[src/sras_pkg.sv]
/*
 * Shared constants and types of the serial register access slave.
 * Assumes nothing of its surroundings; the slave and the bench refer to it by scoped names.
 */
package sras_pkg;

	// Command byte field positions
	localparam int CMD_DIR_BIT = 0;
	localparam int CMD_MODE_LSB = 1;
	localparam int CMD_COUNT_LSB = 3;

	// Command field encodings
	localparam logic [4:0] COUNT_UNLIMITED = 5'h1f;
	localparam logic [4:0] COUNT_LAST = 5'h01;
	localparam logic [1:0] STEP_KEEP = 2'h0;
	localparam logic [1:0] STEP_ONE = 2'h1;
	localparam logic [1:0] STEP_ROW = 2'h2;
	localparam logic [7:0] INC_ONE = 8'h01;
	localparam logic [7:0] INC_ROW = 8'h20;
	localparam logic [7:0] INC_NONE = 8'h00;

	// Reserved address range, only ever written with zero
	localparam logic [7:0] RSVD_LO = 8'h20;
	localparam logic [7:0] RSVD_HI = 8'h7f;

	localparam logic [2:0] BIT_LAST = 3'h7;
	localparam logic [2:0] BIT_FIRST = 3'h0;

	// Reset values
	localparam logic [7:0] TX_RESET = 8'h00;
	localparam logic [7:0] ADDR_RESET = 8'h00;
	localparam logic [4:0] COUNT_RESET = 5'h00;

	typedef struct packed {
		logic line_input_level;
		logic receive_data_available;
		logic error;
		logic frame_mode;
	} sras_status_type;

	typedef struct packed {
		logic [7:0] addr;
		logic [7:0] data;
	} sras_wr_type;

	typedef enum logic [1:0] {
		ST_ADDR = 2'b00,
		ST_CMD = 2'b01,
		ST_DATA = 2'b11
	} sras_state_type;

	function automatic logic [7:0] step_of(input logic [1:0] mode);
		unique case (mode)
			STEP_ONE: step_of = INC_ONE;
			STEP_ROW: step_of = INC_ROW;
			default: step_of = INC_NONE;
		endcase
	endfunction

	function automatic logic is_reserved(input logic [7:0] addr);
		is_reserved = (addr >= RSVD_LO) && (addr <= RSVD_HI);
	endfunction

endpackage

[src/sras_sync.sv]
/*
 * Two flip-flop synchroniser for a group of pin levels.
 * Assumes inputs are asynchronous to clk; reset value set by parameter.
 */
`timescale 1ns/10ps
`default_nettype none

module sras_sync #(
	parameter int WIDTH = 1,
	parameter logic [WIDTH-1:0] RST_VAL = '0
) (
	input wire logic clk,
	input wire logic rst,
	input wire logic [WIDTH-1:0] d,
	output logic [WIDTH-1:0] q
);
	logic [WIDTH-1:0] meta_ff;
	logic [WIDTH-1:0] q_ff;

	always_ff @(posedge clk) begin
		if (rst) begin
			meta_ff <= RST_VAL;
			q_ff <= RST_VAL;
		end else begin
			meta_ff <= d;
			q_ff <= meta_ff;
		end
	end

	assign q = q_ff;
endmodule // sras_sync

`default_nettype wire

[src/sras_fifo2.sv]
/*
 * Two-entry buffer with valid/ready on both sides; head always in slot 0.
 * Assumes one clock; outputs come straight from flip-flops.
 */
`timescale 1ns/10ps
`default_nettype none

module sras_fifo2 #(
	parameter int WIDTH = 16
) (
	input wire logic clk,
	input wire logic rst,
	input wire logic in_valid,
	output logic in_ready,
	input wire logic [WIDTH-1:0] in_data,
	output logic out_valid,
	input wire logic out_ready,
	output logic [WIDTH-1:0] out_data
);
	logic [WIDTH-1:0] slot_ff [2];
	logic [1:0] full_ff;
	logic [WIDTH-1:0] nxt_slot [2];
	logic [1:0] nxt_full;
	logic pop;
	logic push;

	always_comb begin
		pop = full_ff[0] && out_ready;
		push = in_valid && !full_ff[1];
		nxt_slot[0] = slot_ff[0];
		nxt_slot[1] = slot_ff[1];
		nxt_full = full_ff;
		if (pop) begin
			nxt_slot[0] = slot_ff[1];
			nxt_full = {1'b0, full_ff[1]};
		end
		if (push) begin
			if (!nxt_full[0]) begin
				nxt_slot[0] = in_data;
				nxt_full[0] = 1'b1;
			end else begin
				nxt_slot[1] = in_data;
				nxt_full[1] = 1'b1;
			end
		end
	end

	always_ff @(posedge clk) begin
		if (rst) begin
			full_ff <= 2'h0;
			slot_ff[0] <= '0;
			slot_ff[1] <= '0;
		end else begin
			full_ff <= nxt_full;
			slot_ff[0] <= nxt_slot[0];
			slot_ff[1] <= nxt_slot[1];
		end
	end

	assign in_ready = !full_ff[1];
	assign out_valid = full_ff[0];
	assign out_data = slot_ff[0];
endmodule // sras_fifo2

`default_nettype wire

[src/sras_slave.sv]
/*
 * Serial register access slave: an external master reads and writes a 256 x 8 register
 * space through select, clock, data-in and data-out pins; status nibbles lead every frame.
 * Assumes pins asynchronous to mclk (200 MHz) and a serial clock of at most ~12.5 MHz;
 * the register file answers rd_data combinationally from rd_addr within a few cycles.
 */
// Overview of operation
// - Slave in mode 0: clock idles low, input sampled on rising edge.
// - Frame starts at select fall; address byte then command byte follow.
// - Input bits captured on rising serial clock edges, most significant first.
// - Command bit 0 set means read frame, clear means write frame.
// - Command bits 7..3 give data byte count; 31 means until select rises.
// - Command bits 2..1 step address: keep, plus one, plus 32; 3 also keeps.
// - Frame ends at select rise or count reached; low select chains frames.
// - Read data MSB appears after first falling edge following command LSB.
// - Multi-byte read steps the address before the next register shifts out.
// - First two output bytes of every frame carry all four channel status.
// - Write byte captured at its LSB with the old address; address stepped in that same cycle.
// - Write frame output carries status for 16 clocks, then zero.
// - Select rise with clock idle aborts; a partial byte or command is discarded.
// - 256 eight-bit registers; reserved ones receive only zero.
// - Nibble: level, data available, error, mode; bytes hold ch3/ch2, ch1/ch0.
`timescale 1ns/10ps
`default_nettype none

module sras_slave (
	input wire logic mclk,
	input wire logic sys_rst,
	input wire logic select_low_pin,
	input wire logic serial_clock_pin,
	input wire logic serial_in_pin,
	output logic serial_out_pin,
	output logic serial_out_en,
	output logic frame_active,
	input wire sras_pkg::sras_status_type [3:0] chan_status,
	output logic [7:0] rd_addr,
	input wire logic [7:0] rd_data,
	output logic rd_strobe,
	output logic wr_valid,
	input wire logic wr_ready,
	output sras_pkg::sras_wr_type wr_entry,
	output logic wr_overrun
);
	logic s_sel;
	logic s_sclk;
	logic s_sdi;
	logic prev_sel_ff;
	logic prev_sclk_ff;
	logic sel_low;
	logic sel_fall;
	logic sclk_rise;
	logic sclk_fall;

	sras_pkg::sras_state_type state_ff, nxt_state;
	logic [2:0] bitcnt_ff, nxt_bitcnt;
	logic [6:0] shin_ff, nxt_shin;
	logic [7:0] tx_ff, nxt_tx;
	logic [7:0] addr_ff, nxt_addr;
	logic dir_ff, nxt_dir;
	logic [1:0] mode_ff, nxt_mode;
	logic [4:0] count_ff, nxt_count;
	logic [4:0] remain_ff, nxt_remain;
	logic push_ff, nxt_push;
	sras_pkg::sras_wr_type entry_ff, nxt_entry;
	logic rd_strobe_ff, nxt_rd_strobe;
	logic overrun_ff, nxt_overrun;
	logic oen_ff, nxt_oen;
	logic fifo_in_ready;
	logic [7:0] byte_in;
	logic [15:0] fifo_out;

	// Select idles high, so it resets high to avoid a phantom frame
	sras_sync #(
		.WIDTH(3),
		.RST_VAL(3'h4)
	) u_sync (
		.clk(mclk),
		.rst(sys_rst),
		.d({select_low_pin, serial_clock_pin, serial_in_pin}),
		.q({s_sel, s_sclk, s_sdi})
	);

	always_comb begin
		sel_low = !s_sel;
		sel_fall = !s_sel && prev_sel_ff;
		sclk_rise = s_sclk && !prev_sclk_ff;
		sclk_fall = !s_sclk && prev_sclk_ff;
		byte_in = {shin_ff, s_sdi};
	end

	always_comb begin
		nxt_state = state_ff;
		nxt_bitcnt = bitcnt_ff;
		nxt_shin = shin_ff;
		nxt_tx = tx_ff;
		nxt_addr = addr_ff;
		nxt_dir = dir_ff;
		nxt_mode = mode_ff;
		nxt_count = count_ff;
		nxt_remain = remain_ff;
		nxt_push = 1'b0;
		nxt_entry = entry_ff;
		nxt_rd_strobe = 1'b0;
		nxt_overrun = overrun_ff;
		nxt_oen = sel_low;
		if (!sel_low) begin
			// Partial bytes and an unfinished command are dropped
			nxt_state = sras_pkg::ST_ADDR;
			nxt_bitcnt = sras_pkg::BIT_FIRST;
		end else if (sel_fall) begin
			nxt_state = sras_pkg::ST_ADDR;
			nxt_bitcnt = sras_pkg::BIT_FIRST;
			nxt_tx = {chan_status[3], chan_status[2]};
			nxt_overrun = 1'b0;
		end else if (sclk_rise) begin
			nxt_shin = byte_in[6:0];
			nxt_bitcnt = bitcnt_ff + 3'h1;
			if (bitcnt_ff == sras_pkg::BIT_LAST) begin
				unique case (state_ff)
					sras_pkg::ST_ADDR: begin
						nxt_addr = byte_in;
						nxt_state = sras_pkg::ST_CMD;
					end
					sras_pkg::ST_CMD: begin
						nxt_dir = byte_in[sras_pkg::CMD_DIR_BIT];
						nxt_mode = byte_in[sras_pkg::CMD_MODE_LSB +: 2];
						nxt_count = byte_in[sras_pkg::CMD_COUNT_LSB +: 5];
						nxt_remain = byte_in[sras_pkg::CMD_COUNT_LSB +: 5];
						// A zero count ends the frame right after the command
						nxt_state = (byte_in[sras_pkg::CMD_COUNT_LSB +: 5] == 5'h00) ?
							sras_pkg::ST_ADDR : sras_pkg::ST_DATA;
					end
					sras_pkg::ST_DATA: begin
						if (!dir_ff) begin
							if (fifo_in_ready) begin
								nxt_push = 1'b1;
								nxt_entry.addr = addr_ff;
								// Reserved registers only ever see zero
								nxt_entry.data = sras_pkg::is_reserved(addr_ff) ?
									8'h00 : byte_in;
							end else begin
								nxt_overrun = 1'b1;
							end
						end
						nxt_addr = addr_ff + sras_pkg::step_of(mode_ff);
						if (count_ff != sras_pkg::COUNT_UNLIMITED) begin
							nxt_remain = remain_ff - 5'h01;
							if (remain_ff == sras_pkg::COUNT_LAST) begin
								nxt_state = sras_pkg::ST_ADDR;
							end
						end
					end
				endcase
			end
		end else if (sclk_fall) begin
			if (bitcnt_ff == sras_pkg::BIT_FIRST) begin
				unique case (state_ff)
					sras_pkg::ST_ADDR: nxt_tx = {chan_status[3], chan_status[2]};
					sras_pkg::ST_CMD: nxt_tx = {chan_status[1], chan_status[0]};
					sras_pkg::ST_DATA: begin
						if (dir_ff) begin
							nxt_tx = rd_data;
							nxt_rd_strobe = 1'b1;
						end else begin
							nxt_tx = sras_pkg::TX_RESET;
						end
					end
				endcase
			end else begin
				nxt_tx = {tx_ff[6:0], 1'b0};
			end
		end
	end

	always_ff @(posedge mclk) begin
		if (sys_rst) begin
			prev_sel_ff <= 1'b1;
			prev_sclk_ff <= 1'b0;
			state_ff <= sras_pkg::ST_ADDR;
			bitcnt_ff <= sras_pkg::BIT_FIRST;
			shin_ff <= 7'h00;
			tx_ff <= sras_pkg::TX_RESET;
			addr_ff <= sras_pkg::ADDR_RESET;
			dir_ff <= 1'b0;
			mode_ff <= sras_pkg::STEP_KEEP;
			count_ff <= sras_pkg::COUNT_RESET;
			remain_ff <= sras_pkg::COUNT_RESET;
			push_ff <= 1'b0;
			entry_ff <= '0;
			rd_strobe_ff <= 1'b0;
			overrun_ff <= 1'b0;
			oen_ff <= 1'b0;
		end else begin
			prev_sel_ff <= s_sel;
			prev_sclk_ff <= s_sclk;
			state_ff <= nxt_state;
			bitcnt_ff <= nxt_bitcnt;
			shin_ff <= nxt_shin;
			tx_ff <= nxt_tx;
			addr_ff <= nxt_addr;
			dir_ff <= nxt_dir;
			mode_ff <= nxt_mode;
			count_ff <= nxt_count;
			remain_ff <= nxt_remain;
			push_ff <= nxt_push;
			entry_ff <= nxt_entry;
			rd_strobe_ff <= nxt_rd_strobe;
			overrun_ff <= nxt_overrun;
			oen_ff <= nxt_oen;
		end
	end

	sras_fifo2 #(
		.WIDTH(16)
	) u_wr_buf (
		.clk(mclk),
		.rst(sys_rst),
		.in_valid(push_ff),
		.in_ready(fifo_in_ready),
		.in_data(entry_ff),
		.out_valid(wr_valid),
		.out_ready(wr_ready),
		.out_data(fifo_out)
	);

	assign wr_entry = fifo_out;
	assign serial_out_pin = tx_ff[7];
	assign serial_out_en = oen_ff;
	assign frame_active = oen_ff;
	assign rd_addr = addr_ff;
	assign rd_strobe = rd_strobe_ff;
	assign wr_overrun = overrun_ff;

	a_out_enable: assert property (@(posedge mclk) disable iff (sys_rst)
		sel_low |=> oen_ff) else $error("output enable not following select");
	a_abort_resets: assert property (@(posedge mclk) disable iff (sys_rst)
		!sel_low |=> (state_ff == sras_pkg::ST_ADDR) && (bitcnt_ff == 3'h0))
		else $error("abort did not discard the frame");
	a_status_lead: assert property (@(posedge mclk) disable iff (sys_rst)
		sel_fall |=> tx_ff == $past({chan_status[3], chan_status[2]}))
		else $error("first status byte not loaded at frame start");
	a_sample_bit: assert property (@(posedge mclk) disable iff (sys_rst)
		(sel_low && !sel_fall && sclk_rise && bitcnt_ff != 3'h7) |=> shin_ff[0] == $past(s_sdi))
		else $error("input bit not sampled on rising edge");
	a_dir_decode: assert property (@(posedge mclk) disable iff (sys_rst)
		(sel_low && !sel_fall && sclk_rise && bitcnt_ff == 3'h7 && state_ff == sras_pkg::ST_CMD)
		|=> dir_ff == $past(s_sdi)) else $error("direction bit misdecoded");
	a_row_step: assert property (@(posedge mclk) disable iff (sys_rst)
		(sel_low && !sel_fall && sclk_rise && bitcnt_ff == 3'h7 && state_ff == sras_pkg::ST_DATA
		&& mode_ff == 2'h2) |=> addr_ff == $past(addr_ff) + 8'h20)
		else $error("address did not step by 32");
	a_write_commit: assert property (@(posedge mclk) disable iff (sys_rst)
		(sel_low && !sel_fall && sclk_rise && bitcnt_ff == 3'h7 && state_ff == sras_pkg::ST_DATA
		&& !dir_ff && fifo_in_ready) |=> push_ff ##1 !push_ff)
		else $error("write byte not committed once");
	a_read_load: assert property (@(posedge mclk) disable iff (sys_rst)
		(sel_low && !sel_fall && !sclk_rise && sclk_fall && bitcnt_ff == 3'h0
		&& state_ff == sras_pkg::ST_DATA && dir_ff) |=> rd_strobe_ff && tx_ff == $past(rd_data))
		else $error("read data not presented");
	a_write_zero: assert property (@(posedge mclk) disable iff (sys_rst)
		(sel_low && !sel_fall && !sclk_rise && sclk_fall && bitcnt_ff == 3'h0
		&& state_ff == sras_pkg::ST_DATA && !dir_ff) |=> tx_ff == 8'h00)
		else $error("write frame output not zero after status");
	a_count_end: assert property (@(posedge mclk) disable iff (sys_rst)
		(sel_low && !sel_fall && sclk_rise && bitcnt_ff == 3'h7 && state_ff == sras_pkg::ST_DATA
		&& remain_ff == 5'h01 && count_ff != 5'h1f) |=> state_ff == sras_pkg::ST_ADDR)
		else $error("frame did not end at byte count");
	a_keep_step: assert property (@(posedge mclk) disable iff (sys_rst)
		(sel_low && !sel_fall && sclk_rise && bitcnt_ff == 3'h7 && state_ff == sras_pkg::ST_DATA
		&& (mode_ff == 2'h0 || mode_ff == 2'h3)) |=> addr_ff == $past(addr_ff))
		else $error("address moved in keep mode");
	a_one_step: assert property (@(posedge mclk) disable iff (sys_rst)
		(sel_low && !sel_fall && sclk_rise && bitcnt_ff == 3'h7 && state_ff == sras_pkg::ST_DATA
		&& mode_ff == 2'h1) |=> addr_ff == $past(addr_ff) + 8'h01)
		else $error("address did not step by one");
	a_unlimited_stay: assert property (@(posedge mclk) disable iff (sys_rst)
		(sel_low && state_ff == sras_pkg::ST_DATA && count_ff == 5'h1f)
		|=> state_ff == sras_pkg::ST_DATA)
		else $error("unlimited frame ended while selected");
	a_strobe_single: assert property (@(posedge mclk) disable iff (sys_rst)
		rd_strobe_ff |=> !rd_strobe_ff) else $error("read strobe longer than one cycle");
	a_chain_status: assert property (@(posedge mclk) disable iff (sys_rst)
		(sel_low && !sel_fall && !sclk_rise && sclk_fall && bitcnt_ff == 3'h0
		&& state_ff == sras_pkg::ST_ADDR) |=> tx_ff == $past({chan_status[3], chan_status[2]}))
		else $error("chained frame did not restart with status");
	a_second_status: assert property (@(posedge mclk) disable iff (sys_rst)
		(sel_low && !sel_fall && !sclk_rise && sclk_fall && bitcnt_ff == 3'h0
		&& state_ff == sras_pkg::ST_CMD) |=> tx_ff == $past({chan_status[1], chan_status[0]}))
		else $error("second status byte not loaded");

	c_read_byte: cover property (@(posedge mclk) disable iff (sys_rst) rd_strobe_ff);
	c_write_byte: cover property (@(posedge mclk) disable iff (sys_rst) push_ff);
	c_abort_mid: cover property (@(posedge mclk) disable iff (sys_rst)
		(state_ff == sras_pkg::ST_DATA) ##1 !sel_low);
	c_unlimited: cover property (@(posedge mclk) disable iff (sys_rst)
		state_ff == sras_pkg::ST_DATA && count_ff == 5'h1f);
	c_zero_count: cover property (@(posedge mclk) disable iff (sys_rst)
		(state_ff == sras_pkg::ST_CMD) ##1 (state_ff == sras_pkg::ST_ADDR));
endmodule // sras_slave

`default_nettype wire

[config.mk]
export PLATFORM = sky130hd
export DESIGN_NAME = sras_slave
export DESIGN_NICKNAME = d
export VERILOG_FILES = /design/src/sras_pkg.sv /design/src/sras_sync.sv /design/src/sras_fifo2.sv /design/src/sras_slave.sv
export SDC_FILE = /design/constraint.sdc
export NUM_CORES = 1
export LEC_CHECK = 0
export BUFFER_PORTS_ARGS = -buffer_cell sky130_fd_sc_hd__buf_2
export CELL_PAD_IN_SITES_DETAIL_PLACEMENT = 0
export CELL_PAD_IN_SITES_GLOBAL_PLACEMENT = 1
export CORE_MARGIN = 2
export CORE_UTILIZATION = 39
export DETAILED_ROUTE_END_ITERATION = 12
export GPL_ROUTABILITY_DRIVEN = 0
export PLACE_DENSITY_LB_ADDON = 0.1
export SLEW_MARGIN = 20
export SYNTH_ARGS = -nofsm -noshare
export SYNTH_HDL_FRONTEND = slang
export SYNTH_SLANG_ARGS = --single-unit
[constraint.sdc]
create_clock -name mclk -period 1.6 [get_ports mclk]
set_clock_uncertainty 0.05 [all_clocks]
set_input_delay 0.08 -clock mclk [delete_from_list [all_inputs] [get_ports mclk]]
set_output_delay 0.08 -clock mclk [all_outputs]
set_load 0.05 [all_outputs]
### Word level (Yosys, flattened, before mapping)

Memories as Yosys holds them, arrays and structs flattened.
Index checks and enable logic that the tools add are counted.
W data, S select, Z words.

* register bits after elaboration: 71
* memory bits (writable): 32
* memories: 1

* $add $sub $neg: 3
* order comparisons: 2
* equal/unequal tests: 11
* multiplexer cells: 40
* bitwise logic cells: 11
* reductions and logical operators: 31

Memory list
* u_wr_buf.slot_ff: depth 2, width 16, rd ports 2, clocked after memory_dff 0, wr ports 2, RTL line sras_fifo2.sv:20 `logic [WIDTH-1:0] slot_ff [2];`

Operator list (number)
* $mux W8: 11
* $mux W16: 5
* $mux W32: 1
* $pmux W8 S3: 1
* $pmux W8 S2: 1
* $reduce_bool A2 Y1: 7
* $reduce_or A7 Y1: 2
* $mux W1: 12
* $pmux W6 S2: 1
* $reduce_and A6 Y1: 2
* $mux W2: 5
* $pmux W5 S2: 1
* $reduce_and A5 Y1: 2
* $not A1 Y1: 9
* $add A8 B8 Y8: 1
* $ge A8 B6 Y1 const B: 1
* $le A8 B7 Y1 const B: 1
* $ne A2 B2 Y1 const B: 4
* $reduce_and A7 Y1: 1
* $logic_and A1 B1 Y1: 6
* $pmux W2 S3: 1
* $reduce_and A3 Y1: 2
* $eq A5 B1 Y1 const B: 1
* $logic_not A5 Y1: 1
* 13 further kinds: 19

### Logic depth before layout (Yosys ltp)

Gate-level depths: netlist of run 1.

* depth after elaboration: 9
* depth in mapped cells: 8
* gate-level depth less buffers: 7

### Hierarchy

Synthesis of run 1 repeated with hierarchy kept, for this count alone.

* cell total of the unflattened synthesis: 539
* area, all modules: 4790.8 um^2

Modules (own cells, without submodules)
* sras_slave: instances 1, cells each 335, area each 3051.7 um^2, sequential area each 1261.2 um^2
* sras_fifo2: instances 1, cells each 192, area each 1581.5 um^2, sequential area each 680.7 um^2
* sras_sync: instances 1, cells each 12, area each 157.7 um^2, sequential area each 120.1 um^2

### Least setup slack after synthesis of run 1

OpenSTA, ideal clock, no wires.

* kind: register -> register
* start: register addr_ff[0] (netlist: rd_addr[0])
* end: register addr_ff[5] (netlist: rd_addr[5])
* setup time: 57 ps
* arrival time: 1691 ps
* required time: 1493 ps
* setup slack: -198 ps
* cell stages (with the launch flop): 6
* path through: dfxtp_1 -> ha_1 -> nand3_1 -> or3_1 -> a31oi_1 -> a21o_1

* longest elaborated chain between the ends: 2

Ends and longest elaborated chain
* start: declaration: RTL line sras_slave.sv:58 `logic [7:0] addr_ff, nxt_addr;`
* start signal: assignment: RTL line sras_slave.sv:183 `addr_ff <= sras_pkg::ADDR_RESET;`
* start signal: assignment: RTL line sras_slave.sv:200 `addr_ff <= nxt_addr;`
* $add A8 B8 Y8: RTL line sras_slave.sv:145 `nxt_addr = addr_ff + sras_pkg::step_of(mode_ff);`
* $pmux W8 S2: RTL line sras_slave.sv:119 `unique case (state_ff)`

No other way between the ends.
A chain may end at the register's enable or synchronous reset.

### Worst setup path after layout of run 1

* start: register bitcnt_ff[0]
* end: register remain_ff[4]

* longest elaborated chain between the ends: 2

Ends and longest elaborated chain
* start: declaration: RTL line sras_slave.sv:55 `logic [2:0] bitcnt_ff, nxt_bitcnt;`
* start signal: assignment: RTL line sras_slave.sv:180 `bitcnt_ff <= sras_pkg::BIT_FIRST;`
* start signal: assignment: RTL line sras_slave.sv:197 `bitcnt_ff <= nxt_bitcnt;`
* $eq A3 B3 Y1: RTL line sras_slave.sv:118 `if (bitcnt_ff == sras_pkg::BIT_LAST) begin`
* $reduce_and A6 Y1 (no source line)
* end signal: assignment: RTL line sras_slave.sv:187 `remain_ff <= sras_pkg::COUNT_RESET;`
* end signal: assignment: RTL line sras_slave.sv:204 `remain_ff <= nxt_remain;`
* end: declaration: RTL line sras_slave.sv:62 `logic [4:0] remain_ff, nxt_remain;`

No other way between the ends.

==> impl_metrics.py, run 1 <==
metrics = {
    "run_status": {
        "outcome": "finished, violations left",
        "violations": "negative setup slack",
    },
    "timing": {
        "tightest_slew_ns": 0.4633,
        "fin_ws_ns": -0.1082,
        "setup_tns_ns": -1.788,
        "hold_violations": 0,
        "rsz0062_at_grt": "yes",
        "slew_violations": 0,
        "finalSetupViolations": 29,
        "relSlewSlack": 0.6898,
        "clock.fmax_mhz": 585.4,
        "fin_crit_sh": 1.068,
        "period_needed_ns": 1.708,
    },
    "die": {
        "row_count": 39,
        "fp.dieH_um": 112.8,
        "core_region_area_mm2": 0.01147,
        "io_pins": 60,
        "dieArea_mm2": 0.01272,
        "die_x_um": 112.8,
        "start_util": 0.4025,
    },
    "clocking": {
        "cts_buffers": 9,
        "clockBufferDepth": 2,
        "clkLatencyLatePin_ns": 0.35,
        "cts_tree": "done",
        "clock-sinks": 103,
        "path_clk_slew_ns": 0.07,
        "htree_levels": 3,
        "root_buffer": "clkbuf_16",
    },
    "power_and_ir_drop": {
        "p_sw_mw": 1.094,
        "switching_share": 0.2209,
        "p_per_area_mw_per_mm2": 840.8,
        "p_seq_frac": 0.522,
        "power_frac_clock": 0.440,
        "power.share.combinational": 0.037,
        "internal-power_mw": 3.858,
        "max-vdd-ir-drop_mv": 0.7306,
        "leakage_nw": 2.358,
    },
    "grt": {
        "grt_pass1_vias": 3946,
        "grt_pass1_wl_um": 19700,
        "grt_start_max_net_pins": 39,
        "grt.total_usage": 0.1920,
        "antenna_found_initial": 0,
        "overflow": 0,
    },
    "cells_and_area": {
        "diodes": 0,
        "drive_above_1_share": 0.2769,
        "fin_util": 0.5136,
        "areaGrowthSynthToFinish_pct": 27.60,
        "nets": 668,
    },
    "setup_path": {
        "path_max_fanout": 5,
        "cp.required_ns": 1.79,
        "critPathArrivalTime_ns": 1.90,
        "critPathCaptureType": "flip-flop",
        "cp-start-kind": "flip-flop",
        "crit_end": "remain_ff[4]$_SDFFE_PP0P_",
        "r2r_slack_ns": -0.11,
        "crit_type": "reg2reg",
        "crit_start": "bitcnt_ff[0]$_SDFFE_PP0P_",
        "rr_startpoint": "bitcnt_ff[0]$_SDFFE_PP0P_",
        "r2r-end": "remain_ff[4]$_SDFFE_PP0P_",
        "worstRegToRegCells": 7,
    },
    "placement": {
        "dp_hpwl_um": 8302,
        "port-buffer-count": 59,
    },
    "yosys": {
        "syn-mean-instance-area_um2": 8.500,
        "synth_ff_type": "dfxtp_1",
        "synthesis.nets": 583,
        "synth_area_mm2": 0.004616,
        "yosysWarnings": 0,
        "ys_types": 55,
        "async_flop_share": 0,
        "synth-edff-count": 0,
        "synth-seq-area-share": 0.4467,
        "ys_ff_latch": 103,
        "synthCells": 543,
    },
    "routing": {
        "via_per_inst": 5.330,
        "drt-total-wl_um": 12300,
        "drtAntennaViolNets": 0,
        "via_count": 4131,
        "drt_pass1_iterations": 4,
        "first_iter_violations": 284,
        "drc": 0,
        "wl_per_cell_um": 15.86,
    },
    "hold_path": {
        "hold_path.class": "in2reg",
    },
    "flow_run": {
        "max_cap_viol_count": 0,
    },
}
per-stage QoR:
stage          std cells  instance area [µm²]  hold slack (ns)  worst slack [ns]  total power, mW
5_1_grt              775                 5889          0.02753           -0.1726            5.116
2_1_floorplan        543                 4676           0.1338        0.00001887            2.738
3_3_place_gp         747                 5283           0.2221          -0.05662            2.818
3_5_place_dp         747                 5283           0.2209           -0.1364            2.820
4_1_cts              769                 5708        0.0001350          -0.08195            5.003
6_report             775                 5889         0.003931           -0.1082            4.952
flip-flops by register name (all words and copies together) (netlist names):
| register | cells |
|---|---|
| prev_sclk_ff | 1 |
| dir_ff | 1 |
| push_ff | 1 |
| mode_ff | 2 |
| tx_ff | 8 |
| shin_ff | 7 |
| count_ff | 5 |
| rd_strobe | 1 |
| u_wr_buf.slot_ff | 32 |
| state_ff | 2 |
| remain_ff | 5 |
| u_sync.meta_ff | 3 |
| prev_sel_ff | 1 |
| rd_addr | 8 |
| u_wr_buf.full_ff | 2 |
| bitcnt_ff | 3 |
| u_sync.q | 3 |
| entry_ff | 16 |
| wr_overrun | 1 |
| frame_active | 1 |
final cells by class:
cell class                 count  area (µm²)
clock buffer                   9       225.2
clock inverter                 6       61.31
fill                        1056        5578
inverter                      14       53.80
multi-input combinational    378        2411
sequential                   103        2081
tap                          143       178.9
timing repair buffer         122       878.3
critical path: stages (launching register included):
cell,delay (ns)
dfxtp_2,0.36
ha_4,0.14
ha_4,0.12
and3b_2,0.22
buf_6,0.12
o211ai_1,0.19
o31ai_1,0.29
a21oi_1,0.10
routing by layer:
layer / routed length, µm / vias to the layer above / GRT usage
li1: - / 2083 / -
met3: 325 / 16 / 0.02892
met4: 241 / 0 / 0.07480
met2: 5799 / 77 / 0.3174
met5: 0 / - / 0
met1: 5929 / 1955 / 0.2534
cells by family after synthesis:
kind of cell / Yosys count / share of synthesized area
AND/OR/NAND/NOR: 218 / 0.2242
AO/OA/AOI/OAI: 128 / 0.1854
flip-flops: 103 / 0.4467
buffers and inverters: 62 / 0.06912
multiplexers: 21 / 0.04554
adder cells (fa/ha/maj): 10 / 0.02711
XOR/XNOR: 1 / 0.001898
placed cells by master, fill, tap and decap left out, types with 6 or more instances in the layout:
cell	instances
a21oi_1	36
nand2b_1	6
buf_4	47
dfxtp_1	92
clkbuf_16	10
o21ai_0	11
nand2_1	76
buf_2	59
a311oi_1	16
and3_1	7
nor2_1	53
dlygate4sd3_1	6
dfxtp_2	9
a22o_1	8
mux2i_1	21
ha_4	6
inv_1	13
a22oi_1	14
nor2b_1	11
o22ai_1	9
nand3_1	32
o21ai_1	6
worst min-delay path by stage:
| stage | from | to | slack, ns | depth (start not counted) |
|---|---|---|---|---|
| after CTS | chan_status[11] | tx_ff[3]$_SDFFE_PP0P_ | 0.0001 | 3 |
| final | chan_status[11] | tx_ff[3]$_SDFFE_PP0P_ | 0.004 | 3 |
| after floorplan | select_low_pin | u_sync.meta_ff[2]$_SDFF_PP1_ | 0.13 | 1 |
| after global placement | select_low_pin | u_sync.meta_ff[2]$_SDFF_PP1_ | 0.22 | 2 |
| after global routing | chan_status[11] | tx_ff[3]$_SDFFE_PP0P_ | 0.03 | 3 |
| after detailed placement | select_low_pin | u_sync.meta_ff[2]$_SDFF_PP1_ | 0.22 | 2 |
what timing repair did:
item | in CTS | in global routing
hold buffers | 6 | 0
hold endpoints to repair | 6 | 0
gates cloned | 0 | 2
pin swaps | 6 | 14
setup endpoints to repair | 36 | 45
gates resized for setup | 15 | 35
setup buffers | 1 | 4
cells in the mapped netlist (all sizes together), types with 2 or more instances:
cell    instances  area share
nor4            2      0.0027
or3             2      0.0027
and2            2      0.0027
o31ai           2      0.0033
a21oi          36       0.039
clkbuf         20       0.016
ha             10       0.027
a311oi         16       0.030
a21o            2      0.0033
o21ai          18       0.020
nor3b           2      0.0033
a22oi          14       0.023
a22o            8       0.015
or4             2      0.0033
buf            28       0.041
inv            13       0.011
a211oi          2      0.0033
nor2           54       0.044
nor4b           3      0.0089
or2             3      0.0041
mux2i          21       0.046
nand2          77       0.063
nand2b          6      0.0081
nor3            7       0.010
o211ai          2      0.0033
nor2b          13       0.018
a31oi           6      0.0081
o22ai           9       0.012
and3            8       0.012
dfxtp         103        0.45
nand3          35       0.039
power by group through the flow:
stage          clock (mW)  combinational (mW)  sequential (mW)
2_1_floorplan           0              0.0905             2.65
3_3_place_gp            0               0.170             2.65
3_5_place_dp            0               0.172             2.65
4_1_cts              2.23               0.184             2.59
5_1_grt              2.32               0.203             2.59
6_report             2.18               0.185             2.59
No activity file was read; power rests on OpenSTA's default activity.
==> run 2: changes to the inputs <==
MAX_ROUTING_LAYER = met4   (was unset)
SETUP_SLACK_MARGIN = 0.05   (was unset)
clock period = 1.44 ns   (was 1.6 ns; I/O delays follow)
==> impl_metrics.py, run 2 (synthesis results as in run 1) <==
metrics = {
    "die": {
        "io_pins": 60,
        "core_region_area_mm2": 0.01147,
        "die_x_um": 112.8,
        "row_count": 39,
        "start_util": 0.4025,
        "fp.dieH_um": 112.8,
        "dieArea_mm2": 0.01272,
    },
    "timing": {
        "slew_violations": 0,
        "period_needed_ns": 1.652,
        "fin_ws_ns": -0.2115,
        "hold_violations": 0,
        "clock.fmax_mhz": 605.5,
        "setup_tns_ns": -6.121,
        "rsz0062_at_grt": "yes",
        "fin_crit_sh": 1.147,
        "worst_hold_slack_ns": 0.01071,
        "tightest_slew_ns": 0.4035,
        "finalSetupViolations": 48,
        "relSlewSlack": 0.7298,
    },
    "setup_path": {
        "critPathCaptureType": "flip-flop",
        "cp-start-kind": "flip-flop",
        "path_max_fanout": 7,
        "rr_startpoint": "bitcnt_ff[0]$_SDFFE_PP0P_",
        "critPathArrivalTime_ns": 1.84,
        "worstRegToRegCells": 8,
        "r2r-end": "dir_ff$_SDFFE_PP0P_",
        "cp.required_ns": 1.63,
        "r2r_slack_ns": -0.21,
        "crit_type": "reg2reg",
    },
    "cells_and_area": {
        "final_cell_mix": "dfxtp_1 (87), nand2_1 (76), buf_4 (59)",
        "drive_above_1_share": 0.3333,
        "nets": 689,
        "final_common_cell": "dfxtp_1",
        "largest_register_ffs": 32,
        "areaGrowthSynthToFinish_pct": 34.64,
        "diodes": 0,
        "design_area_mm2": 0.006215,
        "largest-register": "u_wr_buf.slot_ff",
        "largest_registers": "u_wr_buf.slot_ff (32), entry_ff (16)",
    },
    "run_status": {
        "outcome": "finished, violations left",
        "violations": "negative setup slack",
    },
    "clocking": {
        "cts_tree": "done",
        "clock-sinks": 103,
        "cts_buffers": 9,
        "htree_levels": 3,
        "clockBufferDepth": 2,
        "path_clk_slew_ns": 0.07,
        "clkLatencyLatePin_ns": 0.35,
        "root_buffer": "clkbuf_16",
    },
    "power_and_ir_drop": {
        "max-vdd-ir-drop_mv": 0.6949,
        "p_per_area_mw_per_mm2": 874.7,
        "leakage_nw": 2.512,
    },
    "grt": {
        "grt_pass1_vias": 4091,
        "grt.total_usage": 0.2022,
        "antenna_found_initial": 0,
        "grt_start_max_net_pins": 51,
        "overflow": 0,
        "grt_pass1_wl_um": 20290,
    },
    "placement": {
        "dp_hpwl_um": 8553,
        "pre_cts_slack_ns": -0.3049,
        "dpl_cell_area_mm2": 0.005507,
        "port-buffer-count": 59,
    },
    "hold_path": {
        "hp-start": "chan_status[14]",
        "hold_end": "tx_ff[6]$_SDFFE_PP0P_",
        "hold_path.class": "in2reg",
        "holdPathStages": 3,
    },
    "routing": {
        "drt-total-wl_um": 12590,
        "wl_per_cell_um": 15.79,
        "first_iter_violations": 226,
        "drtAntennaViolNets": 0,
        "drt_pass1_iterations": 4,
        "via_count": 4216,
        "drc": 0,
        "via_per_inst": 5.290,
    },
    "flow_run": {
        "max_cap_viol_count": 0,
    },
}
-- run 2: changes by cell type in the layout (fill, tap and decap cells not counted), moves of 4 or more --
cell	previous run	this run
o21ai_0	11	3
nand3_1	32	28
dfxtp_1	92	87
o21ai_2	1	5
buf_4	47	59
buf_6	4	8
o21ai_1	6	10
-- run 2: final cells by class --
type	instances	area, µm²
clock buffer	14	264.0
clock inverter	2	12.51
fill	1071	5253
inverter	14	57.56
multi-input combinational	379	2559
sequential	103	2092
tap	143	178.9
timing repair buffer	142	1051
-- run 2: layer usage --
metal / track usage / part of all wire / vias to the layer above
li1: - / - / 2130
met1: 0.2589 / 0.47 / 2000
met2: 0.3321 / 0.49 / 73
met3: 0.02678 / 0.030 / 13
met4: 0.06585 / 0.011 / 0
met5: - / 0 / -
-- run 2: per-stage QoR --
| step | power (mW) | utilization | cells |
|---|---|---|---|
| finish | 5.436 | 0.5420 | 797 |
| detailed placement | 3.131 | 0.4802 | 765 |
| global route | 5.602 | 0.5420 | 797 |
| CTS | 5.475 | 0.5268 | 792 |
| global placement | 3.129 | 0.4802 | 765 |
| floorplan | 3.038 | - | 543 |
-- run 2: worst max path at each step --
stage | start | end | cells past startpoint
6_report | bitcnt_ff[0]$_SDFFE_PP0P_ | dir_ff$_SDFFE_PP0P_ | 8
5_1_grt | bitcnt_ff[0]$_SDFFE_PP0P_ | remain_ff[4]$_SDFFE_PP0P_ | 6
4_1_cts | bitcnt_ff[1]$_SDFFE_PP0P_ | remain_ff[4]$_SDFFE_PP0P_ | 6
3_5_place_dp | bitcnt_ff[1]$_SDFFE_PP0P_ | remain_ff[4]$_SDFFE_PP0P_ | 6
3_3_place_gp | bitcnt_ff[1]$_SDFFE_PP0P_ | remain_ff[4]$_SDFFE_PP0P_ | 6
2_1_floorplan | bitcnt_ff[0]$_SDFFE_PP0P_ | entry_ff[0]$_SDFFE_PP0P_ | 8
-- run 2: critical path: stages (launching register included) --
cell,delay (ns)
dfxtp_2,0.34
ha_4,0.16
ha_4,0.15
and3b_2,0.25
buf_4,0.16
nand3_4,0.06
buf_6,0.13
mux2i_1,0.19
nor2_1,0.05
-- run 2: timing repair --
item                                    4_1_cts  5_1_grt
resized for setup                            40       35
pin swaps                                    16       11
hold buffers                                  9        0
endpoints found under the hold margin        10        0
buffers inserted                              2        4
gates cloned                                  0        1
endpoints found under the setup margin       50       69
-- run 2: where the power goes --
| part | internal (mW) | total, mW | switching, mW |
|---|---|---|---|
| logic | 0.107 | 0.226 | 0.119 |
| clock network | 1.27 | 2.34 | 1.06 |
| registers | 2.86 | 2.87 | 0.0140 |
